===== src/hw/fetch_pkg.sv =====
package fetch_pkg;

    // program and data address widths
    localparam int PC_W          = 21;
    localparam int DADDR_W       = 12;
    localparam int BANK_W        = 4;
    localparam int OFS_W         = 8;
    localparam int LIT_W         = 12;

    // bank pointer register
    localparam logic [11:0] BANK_PTR_ADDR  = 12'he0e;
    localparam logic [7:0]  BANK_PTR_RESET = 8'h00;

    // fast window split and target banks
    localparam logic [7:0]  FAST_SPLIT     = 8'h60;
    localparam logic [3:0]  FAST_LOW_BANK  = 4'h0;
    localparam logic [3:0]  FAST_HIGH_BANK = 4'hf;

    // control register area in bank 15
    localparam logic [11:0] CTRL_AREA_LO   = 12'hf60;

    // opcode fields
    localparam logic [3:0]  SECOND_WORD_TAG = 4'hf;
    localparam logic [7:0]  OP_ABS_JUMP     = 8'hef;
    localparam logic [6:0]  OP_ABS_CALL     = 7'h76;
    localparam logic [3:0]  OP_MEM_MOVE     = 4'hc;
    localparam logic [7:0]  OP_PTR_LOAD     = 8'hee;
    localparam logic [7:0]  OP_BANK_LOAD    = 8'h01;
    localparam logic [4:0]  OP_REL_BRANCH   = 5'h1a;
    localparam logic [3:0]  OP_NOP_HI       = 4'h0;

    // quarter cycles
    localparam logic [1:0]  Q1 = 2'd0;
    localparam logic [1:0]  Q2 = 2'd1;
    localparam logic [1:0]  Q3 = 2'd2;
    localparam logic [1:0]  Q4 = 2'd3;

    typedef enum logic [2:0] {
        OP_NONE,
        OP_JUMP,
        OP_CALL,
        OP_MOVE,
        OP_PTR
    } two_word_op_t;

    typedef struct packed {
        logic              rd;
        logic              wr;
        logic [11:0]       addr;
        logic [7:0]        wdata;
    } dmem_req_t;

endpackage


===== src/hw/core_fetch_and_bank_addressing.sv =====
`timescale 1ns/1ps
module core_fetch_and_bank_addressing
    import fetch_pkg::*;
#(
    parameter int BANKS_IMPL = 16
) (
    // clock and reset
    input  wire logic        ref_clk,
    input  wire logic        rst,
    // program memory
    output logic [20:0]      progAddr,
    output logic             progRd,
    input  wire logic [7:0]  progData,
    // data memory
    output dmem_req_t        dmemReq,
    input  wire logic [7:0]  dmemRdata,
    // core status
    output logic [7:0]       bankPtrOut,
    output logic [7:0]       operand,
    output logic             zeroFlag,
    output logic             nopExec,
    output logic [11:0]      literalOut,
    output logic             literalValid,
    output logic             ctrlAreaHit
);
    if (BANKS_IMPL < 1 || BANKS_IMPL > 16) begin : badBanks
        $error("bad bank count");
    end

    logic [1:0]  q_q;
    logic [20:0] pc_q,     pc_d;
    logic [7:0]  fetch_q;
    logic [15:0] ir_q;
    logic        irValid_q;
    two_word_op_t pend_q,  pend_d;
    logic [15:0] first_q;
    logic [3:0]  bank_q;
    logic [7:0]  opnd_q;
    dmem_req_t   req_q,    req_d;
    logic [11:0] lit_q;
    logic        litV_q, nop_q, zero_q, ctrl_q;

    // decode of the executing word
    wire [15:0] w        = ir_q;
    wire        isTagged = w[15:12] == SECOND_WORD_TAG;
    wire        isJump   = w[15:8] == OP_ABS_JUMP;
    wire        isCall   = w[15:9] == OP_ABS_CALL;
    wire        isMove   = w[15:12] == OP_MEM_MOVE;
    wire        isPtr    = w[15:8] == OP_PTR_LOAD && w[7:6] == 2'b00;
    wire        isBankLd = w[15:8] == OP_BANK_LOAD;
    wire        isBranch = w[15:11] == OP_REL_BRANCH;
    wire        isRegOp  = w[15:12] != OP_NOP_HI && !isTagged && !isBranch
                           && !isMove && !isJump && !isCall && !isPtr;
    wire        inSeq    = pend_q != OP_NONE;
    wire        loneTag  = isTagged && !inSeq;
    wire        litTake  = isTagged && inSeq;
    wire        start2   = isJump || isCall || isMove || isPtr;

    // banked or fast-window address for single-word register ops
    wire [11:0] mapAddr;
    wire        mapImpl;
    data_addr_map #(.BANKS_IMPL(BANKS_IMPL)) u_map (
        .accessSel  (w[8]),
        .offset     (w[7:0]),
        .bankPtr    (bank_q),
        .addr       (mapAddr),
        .implemented(mapImpl)
    );

    wire [3:0]  moveBank = w[11:8];
    wire        moveImpl = 32'(moveBank) < BANKS_IMPL || moveBank == FAST_HIGH_BANK;
    wire        tagImpl  = 32'(w[11:8]) < BANKS_IMPL || w[11:8] == FAST_HIGH_BANK;
    wire [20:0] jumpPc   = {w[11:0], first_q[7:0], 1'b0};
    wire [20:0] brOfs    = {{9{w[10]}}, w[10:0], 1'b0};
    wire        exec     = q_q == Q1 && irValid_q;

    always_comb begin
        pc_d   = pc_q + 21'd2;
        pend_d = OP_NONE;
        req_d  = '0;
        if (exec) begin
            if (inSeq && isTagged) begin
                if (pend_q == OP_JUMP || pend_q == OP_CALL) begin
                    pc_d = jumpPc;
                end
                if (pend_q == OP_MOVE) begin
                    req_d.wr    = tagImpl;
                    req_d.addr  = w[11:0];
                    req_d.wdata = opnd_q;
                end
            end else if (start2 && !loneTag) begin
                pend_d = isJump ? OP_JUMP : isCall ? OP_CALL :
                         isMove ? OP_MOVE : OP_PTR;
                req_d.rd   = isMove && moveImpl;
                req_d.addr = w[11:0];
            end else if (isBranch) begin
                pc_d = pc_q + brOfs;
            end else if (isRegOp) begin
                req_d.rd   = mapImpl;
                req_d.addr = mapAddr;
            end
        end
    end

    // quarter counter
    always_ff @(posedge ref_clk) begin
        if (rst) begin
            q_q <= Q1;
        end else begin
            q_q <= q_q + 2'd1;
        end
    end

    // pc steps once per instruction, at the decode edge
    always_ff @(posedge ref_clk) begin
        if (rst) begin
            pc_q <= '0;
        end else if (q_q == Q1) begin
            pc_q <= pc_d;
        end
    end

    // even byte first, taken at Q2
    always_ff @(posedge ref_clk) begin
        if (rst) begin
            fetch_q <= '0;
        end else if (q_q == Q2) begin
            fetch_q <= progData;
        end
    end

    // odd byte completes the word at Q4
    always_ff @(posedge ref_clk) begin
        if (rst) begin
            ir_q      <= '0;
            irValid_q <= 1'b0;
        end else if (q_q == Q4) begin
            ir_q      <= {progData, fetch_q};
            irValid_q <= 1'b1;
        end
    end

    // two-word sequencing
    always_ff @(posedge ref_clk) begin
        if (rst) begin
            pend_q  <= OP_NONE;
            first_q <= '0;
        end else if (exec) begin
            pend_q  <= pend_d;
            first_q <= w;
        end
    end

    // data request of the executing word
    always_ff @(posedge ref_clk) begin
        if (rst) begin
            req_q  <= '0;
            ctrl_q <= 1'b0;
        end else if (exec) begin
            req_q  <= req_d;
            ctrl_q <= req_d.addr >= CTRL_AREA_LO;
        end else if (q_q == Q4) begin
            req_q  <= '0;
        end
    end

    // literal of an in-sequence second word
    always_ff @(posedge ref_clk) begin
        if (rst) begin
            lit_q  <= '0;
            litV_q <= 1'b0;
        end else begin
            litV_q <= exec && litTake;
            if (exec && litTake) begin
                lit_q <= w[11:0];
            end
        end
    end

    // lone second word runs as a nop
    always_ff @(posedge ref_clk) begin
        if (rst) begin
            nop_q <= 1'b0;
        end else begin
            nop_q <= exec && loneTag;
        end
    end

    // bank pointer, low nibble only
    always_ff @(posedge ref_clk) begin
        if (rst) begin
            bank_q <= BANK_PTR_RESET[3:0];
        end else if (exec && isBankLd && !inSeq) begin
            bank_q <= w[3:0];
        end
    end

    // operand taken in Q2, zero when refused
    wire [7:0] rdByte = req_q.rd ? dmemRdata : 8'h00;

    always_ff @(posedge ref_clk) begin
        if (rst) begin
            opnd_q <= '0;
            zero_q <= 1'b0;
        end else if (q_q == Q2) begin
            opnd_q <= rdByte;
            zero_q <= rdByte == 8'h00;
        end
    end

    // fetch strobe over the even-byte quarters
    always_ff @(posedge ref_clk) begin
        if (rst) begin
            progRd <= 1'b0;
        end else begin
            progRd <= q_q == Q4 || q_q == Q1;
        end
    end

    // even byte address until Q2, then the odd byte
    always_ff @(posedge ref_clk) begin
        if (rst) begin
            progAddr <= '0;
        end else if (q_q == Q4) begin
            progAddr <= pc_q;
        end else if (q_q == Q2) begin
            progAddr <= {progAddr[20:1], 1'b1};
        end
    end

    // data bus: read strobe in Q2, write only in Q4
    wire        rdStrobe = exec && req_d.rd;
    wire [11:0] busAddr  = exec ? req_d.addr : req_q.addr;

    always_ff @(posedge ref_clk) begin
        if (rst) begin
            dmemReq <= '0;
        end else begin
            dmemReq.addr  <= busAddr;
            dmemReq.wdata <= req_q.wdata;
            dmemReq.rd    <= rdStrobe;
            dmemReq.wr    <= req_q.wr && q_q == Q3;
        end
    end

    // status outputs
    always_ff @(posedge ref_clk) begin
        if (rst) begin
            bankPtrOut  <= BANK_PTR_RESET;
            operand     <= '0;
            zeroFlag    <= 1'b0;
            ctrlAreaHit <= 1'b0;
        end else begin
            bankPtrOut  <= {4'h0, bank_q};
            operand     <= opnd_q;
            zeroFlag    <= zero_q;
            ctrlAreaHit <= ctrl_q;
        end
    end

    // pulse outputs
    always_ff @(posedge ref_clk) begin
        if (rst) begin
            nopExec      <= 1'b0;
            literalOut   <= '0;
            literalValid <= 1'b0;
        end else begin
            nopExec      <= nop_q;
            literalOut   <= lit_q;
            literalValid <= litV_q;
        end
    end
endmodule


===== src/hw/data_addr_map.sv =====
`timescale 1ns/1ps
module data_addr_map
    import fetch_pkg::*;
#(
    parameter int BANKS_IMPL = 16
) (
    // operand
    input  wire logic       accessSel,
    input  wire logic [7:0] offset,
    input  wire logic [3:0] bankPtr,
    // result
    output logic [11:0]     addr,
    output logic            implemented
);
    if (BANKS_IMPL < 1 || BANKS_IMPL > 16) begin : badBanks
        $error("bad bank count");
    end

    wire        lowHalf  = offset < FAST_SPLIT;
    wire [3:0]  fastBank = lowHalf ? FAST_LOW_BANK : FAST_HIGH_BANK;
    wire [3:0]  bank     = accessSel ? bankPtr : fastBank;

    assign addr = {bank, offset};
    assign implemented = (32'(bank) < BANKS_IMPL) || (bank == FAST_HIGH_BANK);
endmodule


===== config.mk =====
export PLATFORM = sky130hd
export DESIGN_NAME = core_fetch_and_bank_addressing
export DESIGN_NICKNAME = d
export VERILOG_FILES = /design/src/hw/fetch_pkg.sv /design/src/hw/core_fetch_and_bank_addressing.sv /design/src/hw/data_addr_map.sv
export SDC_FILE = /design/constraint.sdc
export NUM_CORES = 1
export LEC_CHECK = 0
export BUFFER_PORTS_ARGS = -buffer_cell sky130_fd_sc_hd__buf_2
export CAP_MARGIN = 25
export CORE_UTILIZATION = 58
export DETAILED_ROUTE_END_ITERATION = 12
export PLACE_DENSITY = 0.89
export SLEW_MARGIN = 20
export SYNTH_ARGS = -nofsm -noshare
export SYNTH_HDL_FRONTEND = slang
export SYNTH_HIERARCHICAL = 1
export SYNTH_SLANG_ARGS = --single-unit

===== constraint.sdc =====
create_clock -name ref_clk -period 2.7 [get_ports ref_clk]
set_input_delay 0.135 -clock ref_clk [delete_from_list [all_inputs] [get_ports ref_clk]]
set_output_delay 0.135 -clock ref_clk [all_outputs]
set_load 0.01 [all_outputs]

; Word level (Yosys, flattened, before mapping)
; Index checks and enable logic that the tools add are counted.
[totals]
ff_bits = 185
inputBits = 18
out_inout_bits = 76
elab_cells = 118
[classes]
add_sub_neg = 3
order_cmp = 2
n_eq_ne = 13
n_reduce_logical = 37
muxes = 30
[ops]
columns = op, n
row1 = 21-bit 2-to-1 mux, 7
row2 = 22-bit 2-to-1 mux, 3
row3 = 12-bit 2-to-1 mux, 5
row4 = 21-bit by 2-bit adder with 21-bit output (second input constant), 1
row5 = 21-bit adder, 1
row6 = 1-bit logical AND, 17
row7 = 8-bit equality test (second input constant), 2
row8 = 8-bit 2-to-1 mux, 2
row9 = 3-bit 2-to-1 mux, 5
row10 = 12-bit greater-or-equal comparator (second input constant), 1
row11 = 4-bit equality test (second input constant), 2
row12 = 8-bit by 1-bit equality test with 1-bit output (second input constant), 1
row13 = 1-bit logical NOT, 8
row14 = 8-bit logical NOT, 1
row15 = 8-bit by 7-bit < comparator with 1-bit output (second input constant), 1
row16 = 4-bit 2-to-1 mux, 2
row17 = 7-bit equality test (second input constant), 1
row18 = 3-bit by 2-bit equality test with 1-bit output (second input constant), 2
row19 = 1-bit 2-to-1 mux, 6
row20 = 5-bit equality test (second input constant), 1
row21 = 1-bit logical OR, 5
row22 = 2-bit equality test (second input constant), 2
row23 = 2-bit logical NOT, 2
row24 = 2-bit nonzero test, 2
row25 = 5 further kinds, 5

; Logic depth before layout (Yosys ltp)
[depth]
depth_word = 14
depth_mapped = 10
ltp_nobuf = 9

; Modules after synthesis
; The synthesis kept the hierarchy.
[by_module_without_submodules]
columns = module, area_each_um2, instances, cells_per_inst, seq_area_each_um2
row1 = core_fetch_and_bank_addressing, 8047.7, 1, 877, 3603.5
row2 = data_addr_map, 118.9, 1, 19, 0.0

; Least setup slack after synthesis
; OpenSTA, ideal clock, no wires.
[synth_timing]
path_type = flip-flop to flip-flop
start = reg pc_q[1]
end = reg pc_q[13]
path_slack_ns = 0.391
path_stages_with_launch = 10
t_required_ns = 2.571
arrival_ns = 2.180
period_less_slack_ns = 2.309
setup_ns = 0.129
n_path_buf = 0
path_cell_list = dfxtp_1 > ha_1 > fa_1 > a21o_1 > a22oi_1 > a211oi_1 > or3_1 > a21oi_1 > xor2_1 > a21oi_1
[synth_between]
elab_chain_cells = 5
word_cells_on_any_way = 7
classes_between = 2 x add/sub / 5 x mux
[synth_rtl]
columns = item, line
row1 = start: declaration, core_fetch_and_bank_addressing.sv:31  ; logic [20:0] pc_q, pc_d;
row2 = start signal: assignment, core_fetch_and_bank_addressing.sv:119  ; pc_q <= pc_d;
row3 = 21-bit by 2-bit adder with 21-bit output or 21-bit adder (tied branches), "core_fetch_and_bank_addressing.sv:78, core_fetch_and_bank_addressing.sv:97"
row4 = 21-bit 2-to-1 mux, core_fetch_and_bank_addressing.sv:96  ; end else if (isBranch) begin
row5 = 21-bit 2-to-1 mux, core_fetch_and_bank_addressing.sv:91  ; end else if (start2 && !loneTag) begin
row6 = 21-bit 2-to-1 mux, core_fetch_and_bank_addressing.sv:82  ; if (inSeq && isTagged) begin
row7 = 21-bit 2-to-1 mux (*), core_fetch_and_bank_addressing.sv:81  ; if (exec) begin
; Every way passes the cells marked *; elsewhere a longest branch is shown, timed or not.
; A chain may end at the register's enable or synchronous reset.

; Worst setup path after layout
[layout_timing]
start = reg ir_q[1]
end = reg pc_q[20]
[layout_between]
elab_chain_cells = 5
[layout_rtl]
columns = item, line
row1 = start: declaration, core_fetch_and_bank_addressing.sv:33  ; logic [15:0] ir_q;
row2 = start signal: assignment, core_fetch_and_bank_addressing.sv:138  ; ir_q <= {progData, fetch_q};
row3 = 21-bit adder, core_fetch_and_bank_addressing.sv:97  ; pc_d = pc_q + brOfs;
row4 = 21-bit 2-to-1 mux, core_fetch_and_bank_addressing.sv:96
row5 = 21-bit 2-to-1 mux, core_fetch_and_bank_addressing.sv:91
row6 = 21-bit 2-to-1 mux, core_fetch_and_bank_addressing.sv:82
row7 = 21-bit 2-to-1 mux, core_fetch_and_bank_addressing.sv:81
; Every way passes these cells.

==> run summary <==
Max Cap Viol - 0
fin crit share - 93.09%
IO Port Bufs - 89
Tmin final - 2.513 ns
final cell count without fillers - 1181
P_sw - 1.392 mW
antenna violations before repair - 0
number of diodes - 0
Reg power frac - 48.4%
Main synth FF type - dfxtp_1
ratio of cells with drive above 1 in the final layout - 17.91%
Synth area leaders - dfxtp_1 (44%), mux2i_1 (6.5%), nor2_1 (4.6%)
Clk pwr share - 45.1%
Final Max Slew Viols - 0
initial detailed-routing violation count - 805
routed len/inst - 17.44 um
max_slew headroom - 51.23%
Synth-to-Final Area Change - 17.47%
Cells after Synth - 896
ys async rst share - 0%
gpl congestion - 0.9910
post-synthesis compound-gate area fraction - 19.34%
mean post-synth cell area - 9.114 sq um
largest family of logic cells by synthesized area - compound AO/OA/AOI/OAI gates
Longest Clk Path Bufs - 2
Cell Pwr Density - 587.0 nW/um^2
Final TNS setup - 0 ns
CTS root buf - clkbuf_16
crit path launch type - register
post-synth top area share - 44.12%
TritonCTS clock tree - yes
htree depth - 4
Clock Latency Late Sink - 0.44 ns
Post-synth top cells - dfxtp_1 (180), nor2_1 (101), a21oi_1 (65)
Clock Skew - 0.006944 ns
most common cell in the netlist - dfxtp_1
placed insts - 1133
crit-path max FO - 4
IO Count - 94
vias in the first global route - 6750
Unique masters post-synth - 70
Final nets - 1036
HP Class - input pin to register
element type at the critical path end - register
critical path class - register to register
Net Sw Frac - 24.72%
Simple-Gate Fraction of Synth Area - 18.69%
#FFs+latches synth - 180
register area - 3605 sq um
Slew @ Worst Pin - 0.7261 ns
multi-input logic area - 4205 sq um
die span in x - 120.7 um
Max Clk Rate - 397.9 MHz
Synth Area in Adders - 4.075%
CTS Sinks - 180
Pre-antenna DRT Iters - 6
CP required - 3.01 ns
Int Pwr - 4.239 mW
Final Hold Fails - 0
CP arrival - 2.82 ns
Core Util, Final - 71.03%
largest net degree at the start of global routing - 72
multiplexer area fraction after synthesis - 6.634%
post-CTS setup buffers - 0
sequential share of the synthesized area - 44.12%
GRT Total Usage - 29.53%
Mapped Area - 8167 sq um
Yosys warnings - 6
RSZ-0062 raised after global routing - false
Pwr Total - 5.631 mW
# setup viols final - 0
Synth Area in XOR/XNOR - 2.252%
outcome - completed
Initial Utilization - 60.47%
Routed Antenna Nets - 0
Filler Cell Count - 951
combinational share of power - 6.5%
die area - 14560 sq um
first-pass GRT wire length - 33.69 mm
# DRC - 0
placed wire-length estimate - 13.83 mm
Core Box Area - 13510 sq um
via-per-instance ratio - 6.079
VDD IR max - 514.0 uV
standard-cell rows - 42
Leak - 4.266 nW
cell taking the most area after synthesis - dfxtp_1
final wirelength - 20.60 mm
GR Overflow Total - 0
die height - 120.7 um
CTS Buf Count - 17
Post-synth EDFFs - 0
Clock transition at path regs - 0.07 ns
vias - 7179
## cells in the final DEF (no fill, tap or decap), drive strengths merged, types with 11 or more instances in the layout
master       netlist  routed
o22a              11      11
o21ai             40      40
ha                25      25
mux2i             53      53
buf               32     123
a21oi             65      65
nor3              23      23
clkbuf            33      18
inv               17      21
nand2             54      54
a22oi             16      16
xor2              12      12
nor2             102     102
nand3             19      19
dlygate4sd3        0      16
nor2b             48      48
dfxtp            180     180
a21o              30      30
## power groups by stage
stage | combinational [mW] | clock, mW | sequential, mW
finish | 0.369 | 2.54 | 2.72
CTS | 0.359 | 2.56 | 2.72
floorplan | 0.232 | 0 | 2.78
global route | 0.398 | 2.66 | 2.73
global placement | 0.330 | 0 | 2.78
detailed placement | 0.334 | 0 | 2.78
## final timing paths
kind	startpoint	depth (start not counted)	slack (ns)	endpoint
min reg2reg	litV_q	1	0.44	literalValid
min	rst	2	0.15	bank_q[0]
max reg2reg	ir_q[1]	8	0.19	pc_q[20]
max	ir_q[1]	8	0.19	pc_q[20]
## cell families (layout without fill, tap and decap cells)
group	Yosys count	after routing
compound gates	232	232
fa+ha+maj	26	26
simple gates	299	299
flops	180	180
mux	54	54
buf+inv	82	188
xor+xnor	21	21
other cells	2	5
## critical path, stage by stage, from the launching register on
cell and delay (ns):
dfxtp_1 0.44, ha_1 0.29, a211oi_1 0.28, o21bai_1 0.20, o311ai_4 0.35, nand4_1 0.18
a31o_2 0.29, a32oi_1 0.21, o21ai_0 0.13
## layout make-up
| class | count | share of cell area [%] |
|---|---|---|
| clock buffer | 18 | 4.578 |
| clock inverter | 14 | 1.787 |
| sequential | 180 | 37.58 |
| inverter | 17 | 0.6652 |
| timing repair buffer | 139 | 9.260 |
| tap | 176 | 2.296 |
| multi-input combinational | 637 | 43.84 |
## registers in the layout, indices dropped and copies added, names as in the netlist, 2 cells and up
register / flops
first_q: 8
lit_q: 12
pend_q: 3
q_q: 2
ir_q: 16
bank_q: 4
opnd_q: 8
operand: 8
pc_q: 20
fetch_q: 8
progAddr: 21
dmemReq: 22
bankPtrOut: 4
req_q: 22
literalOut: 12
## repair_timing
| item | in CTS | in global routing |
|---|---|---|
| hold endpoints to repair | 23 | 0 |
| endpoints found under the setup margin | 0 | 5 |
| hold buffers | 16 | 0 |
| resized for setup | 0 | 3 |
## per-stage QoR
| step | setup WS, ns | hold slack [ns] | instance area [sq um] |
|---|---|---|---|
| 2_1_floorplan | 0.3911 | 0.2741 | 8178 |
| 6_report | 0.1865 | 0.1463 | 9593 |
| 3_3_place_gp | 0.2147 | 0.3836 | 8806 |
| 4_1_cts | 0.1377 | 0.1233 | 9577 |
| 3_5_place_dp | 0.1680 | 0.3989 | 8806 |
| 5_1_grt | 0.003006 | 0.1553 | 9593 |
## per-layer routing
layer / up-vias / routed length [um] / global-route usage, %
met5: - / 0 / 0
met4: 0 / 677 / 12.73
met3: 61 / 1493 / 5.708
met2: 342 / 9730 / 48.42
met1: 3395 / 8697 / 37.81
li1: 3381 / - / -
Note: power is estimated with default switching activity, not from simulation.
